<file path="config.mk">
export PLATFORM = sky130hd
export DESIGN_NAME = nsbhp_port
export DESIGN_NICKNAME = d
export VERILOG_FILES = /design/src/hdl/nsbhp_timeout.v /design/src/hdl/nsbhp_port.v
export VERILOG_INCLUDE_DIRS = /design/src /design/src/hdl
export SDC_FILE = /design/constraint.sdc
export NUM_CORES = 1
export LEC_CHECK = 0
export BUFFER_PORTS_ARGS = -buffer_cell sky130_fd_sc_hd__buf_2
export CORE_ASPECT_RATIO = 0.8
export CORE_MARGIN = 5
export CORE_UTILIZATION = 48
export CTS_BUF_LIST = sky130_fd_sc_hd__clkbuf_4
export CTS_CLUSTER_SIZE = 12
export DETAILED_ROUTE_END_ITERATION = 10
export PLACE_DENSITY = 0.88
export SLEW_MARGIN = 10
export SYNTH_ARGS = -nofsm -noshare
export SYNTH_HDL_FRONTEND = slang
export SYNTH_HIERARCHICAL = 1
export SYNTH_SLANG_ARGS = --single-unit
</file>
<file path="constraint.sdc">
create_clock -name clk -period 1.75 [get_ports clk]
set_input_delay 0.35 -clock clk [delete_from_list [all_inputs] [get_ports clk]]
set_output_delay 0.35 -clock clk [all_outputs]
set_load 0.005 [all_outputs]
</file>
<file path="src/hdl/nsbhp_map.vh">
// constants for the narrow system bus handshake port
// Overview of operation
// - shared address/data path is 32 bits, bidirectional, address and data in different cycles.
// - 5-bit bidirectional command/identifier bus, driven by whichever side sources the transfer.
// - unused upper command, check and parity pins are always driven low.
// - processor valid output asserted exactly when it drives valid word and command.
// - mastership output asserted while processor owns bus, deasserted when agent owns it.
// - handshake signals marked active low are active low on both sides.
// - top command bit low marks address cycle, high marks data cycle.
// - no further request while a processor read still awaits final response data, unless an agent bus request in ST_TURN moved the read to ST_SLAVE.
// - timeout counter raises bus error when a read reply does not arrive in time, unless an agent bus request in ST_TURN moved the read to ST_SLAVE.
// - outputs launched from registers and inputs captured into registers on rising edge.
`ifndef NSBHP_MAP_VH
`define NSBHP_MAP_VH
`define NSBHP_AD_W 32
`define NSBHP_CMD_W 5
`define NSBHP_CMD_KIND_BIT 4
`define NSBHP_CMD_FINAL_BIT 3
`define NSBHP_CMD_ERROR_BIT 2
`define NSBHP_TIMEOUT_NS 40960
`define NSBHP_CLK_NS 10
// read timeout in clock cycles, 40960 ns at 10 ns per cycle
`define NSBHP_TIMEOUT_CYC 16'h1000
`define NSBHP_TMR_W 16
`endif

</file>
<file path="src/hdl/nsbhp_timeout.v">
// read reply watchdog counter
`timescale 1ns/100ps
`include "nsbhp_map.vh"
module nsbhp_timeout #(
  parameter [`NSBHP_TMR_W-1:0] LIMIT = `NSBHP_TIMEOUT_CYC
) (
  // clock and reset
  input wire clk,
  input wire rst_n,
  // control
  input wire run,
  input wire restart,
  // status
  output reg expired
);
  reg [`NSBHP_TMR_W-1:0] count_reg;
  always @(posedge clk or negedge rst_n) begin
    if (!rst_n) begin
      count_reg <= {`NSBHP_TMR_W{1'b0}};
      expired <= 1'b0;
    end else if (!run || restart) begin
      count_reg <= {`NSBHP_TMR_W{1'b0}};
      expired <= 1'b0;
    end else if (count_reg == LIMIT - 16'h0001) begin
      expired <= 1'b1;
    end else begin
      count_reg <= count_reg + 16'h0001;
      expired <= 1'b0;
    end
  end
endmodule // nsbhp_timeout

</file>
<file path="src/hdl/nsbhp_port.v">
// processor end of the narrow system bus handshake
`timescale 1ns/100ps
`include "nsbhp_map.vh"
module nsbhp_port #(
  parameter [`NSBHP_TMR_W-1:0] TIMEOUT_CYC = `NSBHP_TIMEOUT_CYC
) (
  // clock and reset
  input wire clk,
  input wire rst_n,
  // shared address/data bus
  input wire [`NSBHP_AD_W-1:0] addr_data_bus_in,
  output reg [`NSBHP_AD_W-1:0] addr_data_bus_out,
  output reg addr_data_bus_oe,
  // command/identifier bus
  input wire [`NSBHP_CMD_W-1:0] command_id_bus_in,
  output reg [`NSBHP_CMD_W-1:0] command_id_bus_out,
  output reg command_id_bus_oe,
  // tied-off pins
  output wire [3:0] command_id_upper_out,
  output wire [3:0] unused_check_bits,
  output wire unused_command_parity,
  // handshake
  input wire agent_valid_n,
  output reg cpu_valid_n,
  input wire agent_ownership_request_n,
  output reg cpu_owns_bus_n,
  input wire agent_accept_ready_n,
  input wire unused_read_ready_n,
  // core request side
  input wire req_valid,
  input wire req_is_read,
  input wire [`NSBHP_AD_W-1:0] req_addr,
  input wire [3:0] req_cmd,
  input wire [`NSBHP_AD_W-1:0] req_wdata,
  input wire [3:0] req_wid,
  output wire req_ready,
  // core response side
  output reg rsp_valid,
  output reg [`NSBHP_AD_W-1:0] rsp_data,
  output reg [3:0] rsp_id,
  output reg ext_addr_valid,
  output reg bus_error
);
  localparam [2:0] ST_IDLE = 3'd0;
  localparam [2:0] ST_WDATA = 3'd1;
  localparam [2:0] ST_TURN = 3'd2;
  localparam [2:0] ST_WAIT = 3'd3;
  localparam [2:0] ST_SLAVE = 3'd4;
  reg [2:0] state_reg, state_next;
  reg [`NSBHP_AD_W-1:0] wdata_reg;
  reg [3:0] wid_reg;
  reg [`NSBHP_AD_W-1:0] ad_in_reg;
  reg [`NSBHP_CMD_W-1:0] cmd_in_reg;
  reg evalid_reg, agent_ownership_request_n_reg, eok_reg;
  wire expired;
  wire agent_word = evalid_reg;
  wire agent_data = agent_word && cmd_in_reg[`NSBHP_CMD_KIND_BIT];
  wire final_word = agent_data && !cmd_in_reg[`NSBHP_CMD_FINAL_BIT];
  assign command_id_upper_out = 4'h0;
  assign unused_check_bits = 4'h0;
  assign unused_command_parity = 1'b0;
  // gated by ready, only from idle
  assign req_ready = (state_reg == ST_IDLE) && eok_reg && !agent_ownership_request_n_reg;
  wire start = req_valid && req_ready;
  always @(posedge clk or negedge rst_n) begin
    if (!rst_n) begin
      ad_in_reg <= 32'h00000000;
      cmd_in_reg <= 5'h00;
      evalid_reg <= 1'b0;
      agent_ownership_request_n_reg <= 1'b0;
      eok_reg <= 1'b0;
    end else begin
      ad_in_reg <= addr_data_bus_in;
      cmd_in_reg <= command_id_bus_in;
      evalid_reg <= !agent_valid_n;
      agent_ownership_request_n_reg <= !agent_ownership_request_n;
      eok_reg <= !agent_accept_ready_n;
    end
  end
  always @* begin
    state_next = state_reg;
    case (state_reg)
      ST_IDLE: begin
        if (start && req_is_read)
          state_next = ST_TURN;
        else if (start)
          state_next = ST_WDATA;
        else if (agent_ownership_request_n_reg)
          state_next = ST_TURN;
      end
      ST_WDATA: state_next = ST_IDLE;
      // one idle cycle so drivers never overlap
      ST_TURN: state_next = agent_ownership_request_n_reg ? ST_SLAVE : ST_WAIT;
      ST_WAIT: begin
        if (final_word || expired)
          state_next = ST_IDLE;
      end
      ST_SLAVE: begin
        if (!agent_ownership_request_n_reg && !agent_word)
          state_next = ST_IDLE;
      end
      default: state_next = ST_IDLE;
    endcase
  end
  always @(posedge clk or negedge rst_n) begin
    if (!rst_n) begin
      state_reg <= ST_IDLE;
      wdata_reg <= 32'h00000000;
      wid_reg <= 4'h0;
      addr_data_bus_out <= 32'h00000000;
      command_id_bus_out <= 5'h00;
      addr_data_bus_oe <= 1'b1;
      command_id_bus_oe <= 1'b1;
      cpu_valid_n <= 1'b1;
      cpu_owns_bus_n <= 1'b0;
      rsp_valid <= 1'b0;
      rsp_data <= 32'h00000000;
      rsp_id <= 4'h0;
      ext_addr_valid <= 1'b0;
      bus_error <= 1'b0;
    end else begin
      state_reg <= state_next;
      cpu_valid_n <= 1'b1;
      if (start) begin
        wdata_reg <= req_wdata;
        wid_reg <= req_wid;
      end
      // address then data, valid only with a word
      if (start) begin
        addr_data_bus_out <= req_addr;
        command_id_bus_out <= {1'b0, req_cmd};
        cpu_valid_n <= 1'b0;
      end else if (state_reg == ST_WDATA) begin
        addr_data_bus_out <= wdata_reg;
        command_id_bus_out <= {1'b1, wid_reg};
        cpu_valid_n <= 1'b0;
      end
      // drive only while owner
      // read address cycle is still driven, release follows it
      addr_data_bus_oe <= start || (state_next == ST_IDLE) || (state_next == ST_WDATA);
      command_id_bus_oe <= start || (state_next == ST_IDLE) || (state_next == ST_WDATA);
      cpu_owns_bus_n <= !(start || (state_next == ST_IDLE) || (state_next == ST_WDATA));
      rsp_valid <= agent_data && (state_reg == ST_WAIT || state_reg == ST_SLAVE);
      ext_addr_valid <= agent_word && !cmd_in_reg[`NSBHP_CMD_KIND_BIT] && state_reg == ST_SLAVE;
      if (agent_word) begin
        rsp_data <= ad_in_reg;
        rsp_id <= cmd_in_reg[3:0];
      end
      // error on timeout or error identifier
      bus_error <= (state_reg == ST_WAIT) && (expired || (agent_data && cmd_in_reg[`NSBHP_CMD_ERROR_BIT]));
    end
  end
  nsbhp_timeout #(
    .LIMIT(TIMEOUT_CYC)
  ) u_timeout (
    .clk(clk),
    .rst_n(rst_n),
    .run(state_reg == ST_WAIT),
    .restart(agent_data),
    .expired(expired)
  );
endmodule // nsbhp_port

</file>
== Word level (Yosys, flattened, before mapping) ==
Cells that the tools add are included.
Widths: inputs -> output; s select.
Storage, ports and cells
  logic and storage cells: 75
  output and inout bits: 90
  bits in registers: 175
  input port bits: 117
Operators by class
  equal/unequal tests: 7
  reductions and logical operators: 30
  multiplexer cells: 17
  add/sub/neg operators: 1
Operator list (number)
  $mux 32: 2
  $mux 16: 2
  $mux 3: 6
  $add 16x1->16 const B: 1
  $eq 16x12->1 const B: 1
  $logic_and 1x1->1: 12
  $pmux 3 s4: 1
  $mux 5: 2
  $logic_not 1->1: 9
  $eq 3x1->1 const B: 2
  $eq 3x2->1 const B: 2
  $logic_not 3->1: 2
  $logic_or 1x1->1: 6
  $mux 1: 4
  $eq 3x3->1 const B: 1
  $ne 2x1->1 const B: 1
  $reduce_bool 2->1: 1

== Depth between registers and ports, before layout ==
Gate-level depths: netlist of run 1.
  depth in word-level cells: 11
  gate-level depth with buffers: 7
  mapped depth without buffers: 6

== Hierarchy ==
Netlist of run 1, hierarchy kept.
By module, submodules not included
  nsbhp_port: sequential area each 3956.3 um2, area an instance 6194.7 um2, times used 1, cells an instance 366
  nsbhp_timeout: sequential area each 425.4 um2, area an instance 899.6 um2, times used 1, cells an instance 94

== Worst setup path before layout of run 1 ==
OpenSTA, ideal clock, no wires.
  path type: register to register
  start point: register u_timeout.count_reg[12]
  end point: register u_timeout.count_reg[1]
  required time: 1618 ps
  library setup time: 132 ps
  path slack: -74 ps
  arrival: 1692 ps
  path buffers: 0
  clock period less this slack: 1824 ps
  stages on the path, launching flop included: 5
  path through: dfrtp_1 > or4_4 > nor4_4 > mux2i_1 > nor2_1
Between the ends
  longest elaborated chain between the ends: 2
Ends and longest elaborated chain
  from (decl): line nsbhp_timeout.v:16  | reg [`NSBHP_TMR_W-1:0] count_reg;
  from (signal assigned): line nsbhp_timeout.v:19  | count_reg <= {`NSBHP_TMR_W{1'b0}};
  from (signal assigned): line nsbhp_timeout.v:22  | count_reg <= {`NSBHP_TMR_W{1'b0}};
  from (signal assigned): line nsbhp_timeout.v:27  | count_reg <= count_reg + 16'h0001;
  $eq 16x12->1: line nsbhp_timeout.v:24  | end else if (count_reg == LIMIT - 16'h0001) begin
  $ne 2x1->1 (no source line)
No other way between the ends.
A chain may end at the register's enable or synchronous reset.

== Worst setup path in the final report of run 1 ==
  start point: register agent_ownership_request_n_reg
  end point: output port req_ready
Between the ends
  longest elaborated chain between the ends: 2
Ends and longest elaborated chain
  from (decl): line nsbhp_port.v:54  | reg evalid_reg, agent_ownership_request_n_reg, eok_reg;
  from (signal assigned): line nsbhp_port.v:76  | agent_ownership_request_n_reg <= !agent_ownership_request_n;
  $logic_not 1->1: line nsbhp_port.v:63  | assign req_ready = (state_reg == ST_IDLE) && eok_reg && !agent_ownership_request_n_reg;
  $logic_and 1x1->1: line nsbhp_port.v:63
  to (decl): line nsbhp_port.v:36  | output wire req_ready,
No other way between the ends.

==> impl_metrics.yaml, run 1 <==
clocking:
  numCtsBuffers: 17
  cts_sinks: 175
  htree_levels: 4
  cts_tree: "built"
  clkLatencyLatePin_ns: 0.58
  cts_root_buf: "clkbuf_4"
  cts.path.max_buffers: 2
  clkTransAtPathRegs_ns: 0.15
logic_synthesis:
  synth-simple-area-share_pct: 5.68
  synth.avg_cell_area_um2: 15.4
  synth_compound_area_share_pct: 3.28
  muxShareOfSynthArea_pct: 25.0
  synth_xor_area_share_pct: 0.370
  postSynthCellCount: 460
  synth_top_family_by_area: "multiplexers"
  synth_area_leader_cell: "dfrtp_1"
  ys_warn_count: 6
  synth_top_cell_area_share_pct: 61.0
  synth-main-ff-cell: "dfrtp_1"
  yosysSeqAreaShare_pct: 61.8
  synth_edf_count: 0
  synth_fa_ha_area_share_pct: 0.176
  ys_types: 60
  async_flop_share_pct: 100
  syn_area_um2: 7090
  yosys-top-cells-area: "dfrtp_1 61%, mux2_2 17%, mux2_4 7.6%"
  ys_ff_latch: 175
job:
  drv_cap: 0
status:
  outcome: "complete, but fails checks"
  violations: "negative setup slack"
floorplanning:
  die_x_um: 146
  rows: 39
  dieArea_um2: 17300
  io_pins: 207
  floorplan.initialDensity_pct: 49.3
  coreArea_um2: 14400
  die_h_um: 119
placed_design:
  hpwl_um: 11200
  placed_cell_area_um2: 8410
  place_ws_ns: -0.0616
  place_congestion: 0.804
  port_buffers: 196
sta:
  timing.final.crit_period_ns: 1.79
  whs_ns: 0.236
  rsz0062_at_grt: "true"
  setup_ws_ns: -0.0375
  finalClockSkew_ns: 0.0336
  slew_violations: 0
  timing.final.crit_share_pct: 102
  hold_viol_final: 0
  fmax_ghz: 0.559
  fin_setup_tns_ns: -0.0781
  setup_violations: 4
worst_setup_path:
  crit_type: "reg -> out"
  cp_num_buf_inv: 1
  critical_path.max_fanout: 2
  cp-end-kind: "output port"
  critPathRequiredTime_ns: 1.40
  path_cells: "nor2_4 -> and3_4 -> buf_6"
  cpLargestDelayFamily: "flip-flops"
  arrival_ns: 1.44
  cpPeakStageDelay_ns: 0.46
  start_kind: "flip-flop"
  slowest_stage: "dfrtp_2"
global_route:
  antenna_found_initial: 2
  grt-ovfl-total: 0
  grt_max_degree: 56
  track_usage_pct: 21.5
  grt_pass1_vias: 5611
  grt_first_pass_wirelength_um: 29400
routing:
  antenna_left: 0
  wl_per_cell_um: 19.2
  viasPerCell: 5.16
  wirelength_um: 19300
  dr.pass1.iters: 4
  drc_errors: 0
  dr_total_vias: 5179
  drt_iter0_drc: 208
finish:
  stdcell_area_um2: 10100
  drive_gt1_share_pct: 54.4
  nets: 924
  area.growth.synth_to_final_pct: 42.7
min_path:
  worstHoldPathType: "in -> async"
power_and_ir_drop:
  p_leak_nw: 4.80
  p_per_area_nw_per_um2: 1230
  irDropWorstVdd_v: 0.000669
## worst register-to-register path: cells and delay by family, from the launching register on
family / cells / cell delay, ns
and+or+nand+nor: 3 / 0.90
xor gates and xnor gates: 1 / 0.17
DFF: 1 / 0.41
buffers and inverters: 1 / 0.19
## power by group
| group | switching (W) | leakage [nW] | internal, W |
|---|---|---|---|
| registers | 0.000641 | 2.11 | 0.00512 |
| logic | 0.00159 | 2.52 | 0.00268 |
| clock network | 0.00144 | 0.170 | 0.00104 |
| total | 0.00367 | 4.80 | 0.00883 |
## timing repair
action | in CTS | in global routing
endpoints found under the hold margin | 288 | 0
setup endpoints to repair | 10 | 51
pin swaps | 2 | 13
gates resized for setup | 7 | 27
cloned | 0 | 3
setup buffers | 5 | 3
hold buffers | 114 | 0
## per-layer routing
| layer | vias up | track usage [%] | part of all wire [%] |
|---|---|---|---|
| met5 | - | 0 | 0 |
| met4 | 0 | 7.18 | 2.4 |
| met3 | 37 | 6.50 | 6.1 |
| met2 | 217 | 38.0 | 52 |
| met1 | 2593 | 25.0 | 40 |
| li1 | 2332 | - | - |
## cell usage after synthesis (2+ instances only)
cell and number:
dfrtp_1 173, mux2_2 108, mux2_4 36, buf_4 15, nor2_1 15, a21oi_1 8
inv_1 7, nand2_1 7, o21ai_0 6, nand3_1 5, buf_2 4, buf_6 4
nor3_1 4, nor4_1 4, a31oi_1 3, clkbuf_1 3, nand4_1 3, o21a_1 3
or3_1 3, and3_1 2, buf_1 2, dfstp_2 2, mux2i_1 2, nand2b_1 2
nor2b_1 2, or3_2 2, xor2_1 2
## cell usage in the layout, fill, tap and decap left out, drive strengths merged, types with 3 or more instances in the layout
cell type / count
buf: 233
dfrtp: 173
mux2: 144
dlygate4sd3: 114
clkbuf: 20
nor2: 17
inv: 13
conb: 9
a21oi: 8
nand2: 7
o21ai: 6
nand3: 5
nand4: 5
nor4: 5
or3: 5
clkinv: 4
nor3: 4
o21a: 3
bufinv: 3
a31oi: 3
## cell type report
cell class / instances / area (um2)
clock buffer: 18 / 135
antenna: 2 / 5.00
clock inverter: 13 / 176
inverter: 7 / 26.3
multi-input combinational: 256 / 2600
fill: 875 / 4270
timing repair buffer: 349 / 2560
tap: 184 / 230
sequential: 175 / 4390
## through the flow
stage | utilization (%) | power, W | cells
after global placement | 58.5 | 0.00923 | 846
after detailed placement | 58.5 | 0.00949 | 846
final | 70.3 | 0.0125 | 1004
after CTS | 69.0 | 0.0122 | 996
after global routing | 70.3 | 0.0131 | 1004
after floorplan | - | 0.00821 | 468
## logic make-up (layout without fill, tap and decap cells)
family,count (synthesis),in the layout
adders and majority gates,1,1
muxes,146,146
xor gates and xnor gates,3,3
and+or+nand+nor,63,63
buffers and inverters,37,387
other,1,11
DFF,175,175
AOI/OAI and AO/OA,34,34
## path summary, 6_finish.rpt
| path | startpoint | cells after the start | to | slack [ns] |
|---|---|---|---|---|
| max in group asynchronous | rst_n | 3 | rsp_id[1] | 0.91 |
| worst min register to register | cmd_in_reg[4] | 1 | ext_addr_valid | 0.45 |
| min in group clk | req_valid | 4 | state_reg[0] | 0.36 |
| worst min-delay path | rst_n | 2 | ad_in_reg[3] | 0.24 |
| worst max-delay path | agent_ownership_request_n_reg | 3 | req_ready | -0.04 |
| worst max register to register | u_timeout/count_reg[12] | 5 | u_timeout/count_reg[0] | -0.02 |
(Power assumes the default switching activity.)
==> run 2: changes to the inputs <==
- CORE_UTILIZATION: 48 -> 45
- PLACE_DENSITY: 0.88 -> 0.84
==> run 2 against run 1 <==
  * The run still ends with negative setup slack left
  * Count of clock-buffer cells in the layout stayed put
  * Critical path depth is 4 higher
  * Maximum frequency is 4.8% lower
  * Flip-flop and latch count stayed put
  * Cell area is 4.9% higher
  * Largest cell class unchanged
  * Largest power group unchanged
==> impl_metrics.yaml, run 2 (synthesized netlist as in run 1, its figures left out) <==
status:
  outcome: "complete, but fails checks"
  violations: "negative setup slack"
power_and_ir_drop:
  p_clk_share_pct: 18.9
  p_int_w: 0.00919
  p_leak_nw: 5.09
  switching_share_pct: 30.6
  p_per_area_nw_per_um2: 1250
  p_comb_share_pct: 37.0
  p_switching_w: 0.00406
  pwr-share-seq_pct: 44.1
  irDropWorstVdd_v: 0.000578
  power_w: 0.0132
clocking:
  numCtsBuffers: 17
  clkTransAtPathRegs_ns: 0.14
  cts_root_buf: "clkbuf_4"
  cts_sinks: 175
  cts_tree: "built"
  htree_levels: 4
  clkLatencyLatePin_ns: 0.59
  cts.path.max_buffers: 2
sta:
  timing.final.crit_period_ns: 1.88
  setup_ws_ns: -0.128
  fmax_ghz: 0.533
  timing.final.crit_share_pct: 107
  slew_violations: 0
  finalClockSkew_ns: 0.0308
  rsz0062_at_grt: "true"
  setup_violations: 40
  hold_viol_final: 0
worst_setup_path:
  crit_type: "reg -> reg"
  arrival_ns: 2.33
  cp-end-kind: "flip-flop"
  path_cells: "buf_12 -> nor2_4 -> buf_4 -> buf_6 -> and4_4 -> clkbuf_16 -> mux2_2"
  cp_num_buf_inv: 4
  start_kind: "flip-flop"
  cpLargestDelayFamily: "buffers and inverters"
  critical_path.max_fanout: 9
  cpPeakStageDelay_ns: 0.44
  slowest_stage: "dfrtp_1"
  critPathRequiredTime_ns: 2.21
global_route:
  antenna_found_initial: 0
  track_usage_pct: 20.7
  grt_max_degree: 48
  grt-ovfl-total: 0
  grt_pass1_vias: 5600
  grt_first_pass_wirelength_um: 29300
routing:
  drt_iter0_drc: 234
  dr_total_vias: 5390
  wl_per_cell_um: 20.3
  dr.pass1.iters: 7
  wirelength_um: 21500
  wl_met2_um: 10700
  drt-met1-wl_um: 8410
  dr_wl_met3_um: 1690
  viasPerCell: 5.08
  antenna_left: 0
  drc_errors: 0
  highest_layer: "met4"
floorplanning:
  die_x_um: 150
  rows: 41
  die_h_um: 122
  dieArea_um2: 18400
  coreArea_um2: 15600
  io_pins: 207
  floorplan.initialDensity_pct: 45.3
placed_design:
  hpwl_um: 10900
  port_buffers: 196
  place_congestion: 0.813
  place_inst: 890
  place_ws_ns: -0.0242
finish:
  utilization_pct: 67.9
  layout_common_cells: "194 x buf_2, 171 x dfrtp_1, 112 x dlygate4sd3_1, 73 x mux2_4, 71 x mux2_2"
  final_common_cell: "buf_2"
  drive_gt1_share_pct: 55.6
  area.growth.synth_to_final_pct: 49.7
  nets: 949
  fin_cells: 1060
  fillers: 1008
min_path:
  worstHoldPathType: "in -> reg"
job:
  drv_cap: 0
[run 2: path summary, 6_finish.rpt]
| kind | startpoint | end | slack [ns] | depth (start not counted) |
|---|---|---|---|---|
| min reg2reg | ad_in_reg[12] | rsp_data[12] | 0.48 | 1 |
| max | state_reg[0] | wdata_reg[12] | -0.13 | 7 |
| max reg2reg | state_reg[0] | wdata_reg[12] | -0.13 | 7 |
| max in group asynchronous | rst_n | u_timeout/count_reg[1] | 0.91 | 3 |
| min | req_addr[5] | addr_data_bus_out[5] | 0.04 | 2 |
| min in group asynchronous | rst_n | ad_in_reg[2] | 0.26 | 2 |
[run 2: power by group through the flow]
stage | sequential, W | clock, W | combinational, W
final | 0.00583 | 0.00250 | 0.00490
after global routing | 0.00593 | 0.00272 | 0.00520
after CTS | 0.00566 | 0.00250 | 0.00400
after detailed placement | 0.00574 | 0 | 0.00374
after global placement | 0.00569 | 0 | 0.00361
after floorplan | 0.00566 | 0 | 0.00254
[run 2: layout make-up]
type | instances | area [um2] | area share, %
clock inverter | 14 | 171 | 1.61
tap | 215 | 269 | 2.53
clock buffer | 18 | 135 | 1.27
sequential | 175 | 4380 | 41.3
multi-input combinational | 256 | 2710 | 25.5
inverter | 7 | 26.3 | 0.247
timing repair buffer | 374 | 2920 | 27.5
antenna | 1 | 2.50 | 0.0236
[run 2: layer usage]
metal | global-route usage (%) | vias to the layer above
met5 | 0 | -
met4 | 9.54 | 0
met3 | 5.65 | 56
met2 | 34.4 | 253
met1 | 25.2 | 2707
li1 | - | 2374
[run 2: stage by stage]
| stage | hold WS, ns | area [um2] | TNS [ns] |
|---|---|---|---|
| 2_1_floorplan | 0.0544 | 7130 | 0 |
| 3_3_place_gp | 0.320 | 8580 | 0 |
| 3_5_place_dp | 0.321 | 8580 | -0.0394 |
| 4_1_cts | 0.00664 | 10000 | -1.18 |
| 5_1_grt | -0.0104 | 10600 | -5.96 |
| 6_report | 0.0406 | 10600 | -2.70 |
[run 2: timing repair]
item / in CTS / in global routing
endpoints found under the hold margin: 149 / 3
buffers inserted: 3 / 10
pin swaps: 3 / 11
gates resized for setup: 4 / 64
gates cloned: 0 / 12
endpoints found under the setup margin: 13 / 64
hold buffers: 109 / 3
[run 2: worst reg2reg max path, cell delays in order, from the launching register on]
cell       delay (ns)
dfrtp_1          0.44
buf_12           0.14
nor2_4           0.08
buf_4            0.12
buf_6            0.10
and4_4           0.36
clkbuf_16        0.21
mux2_2           0.33
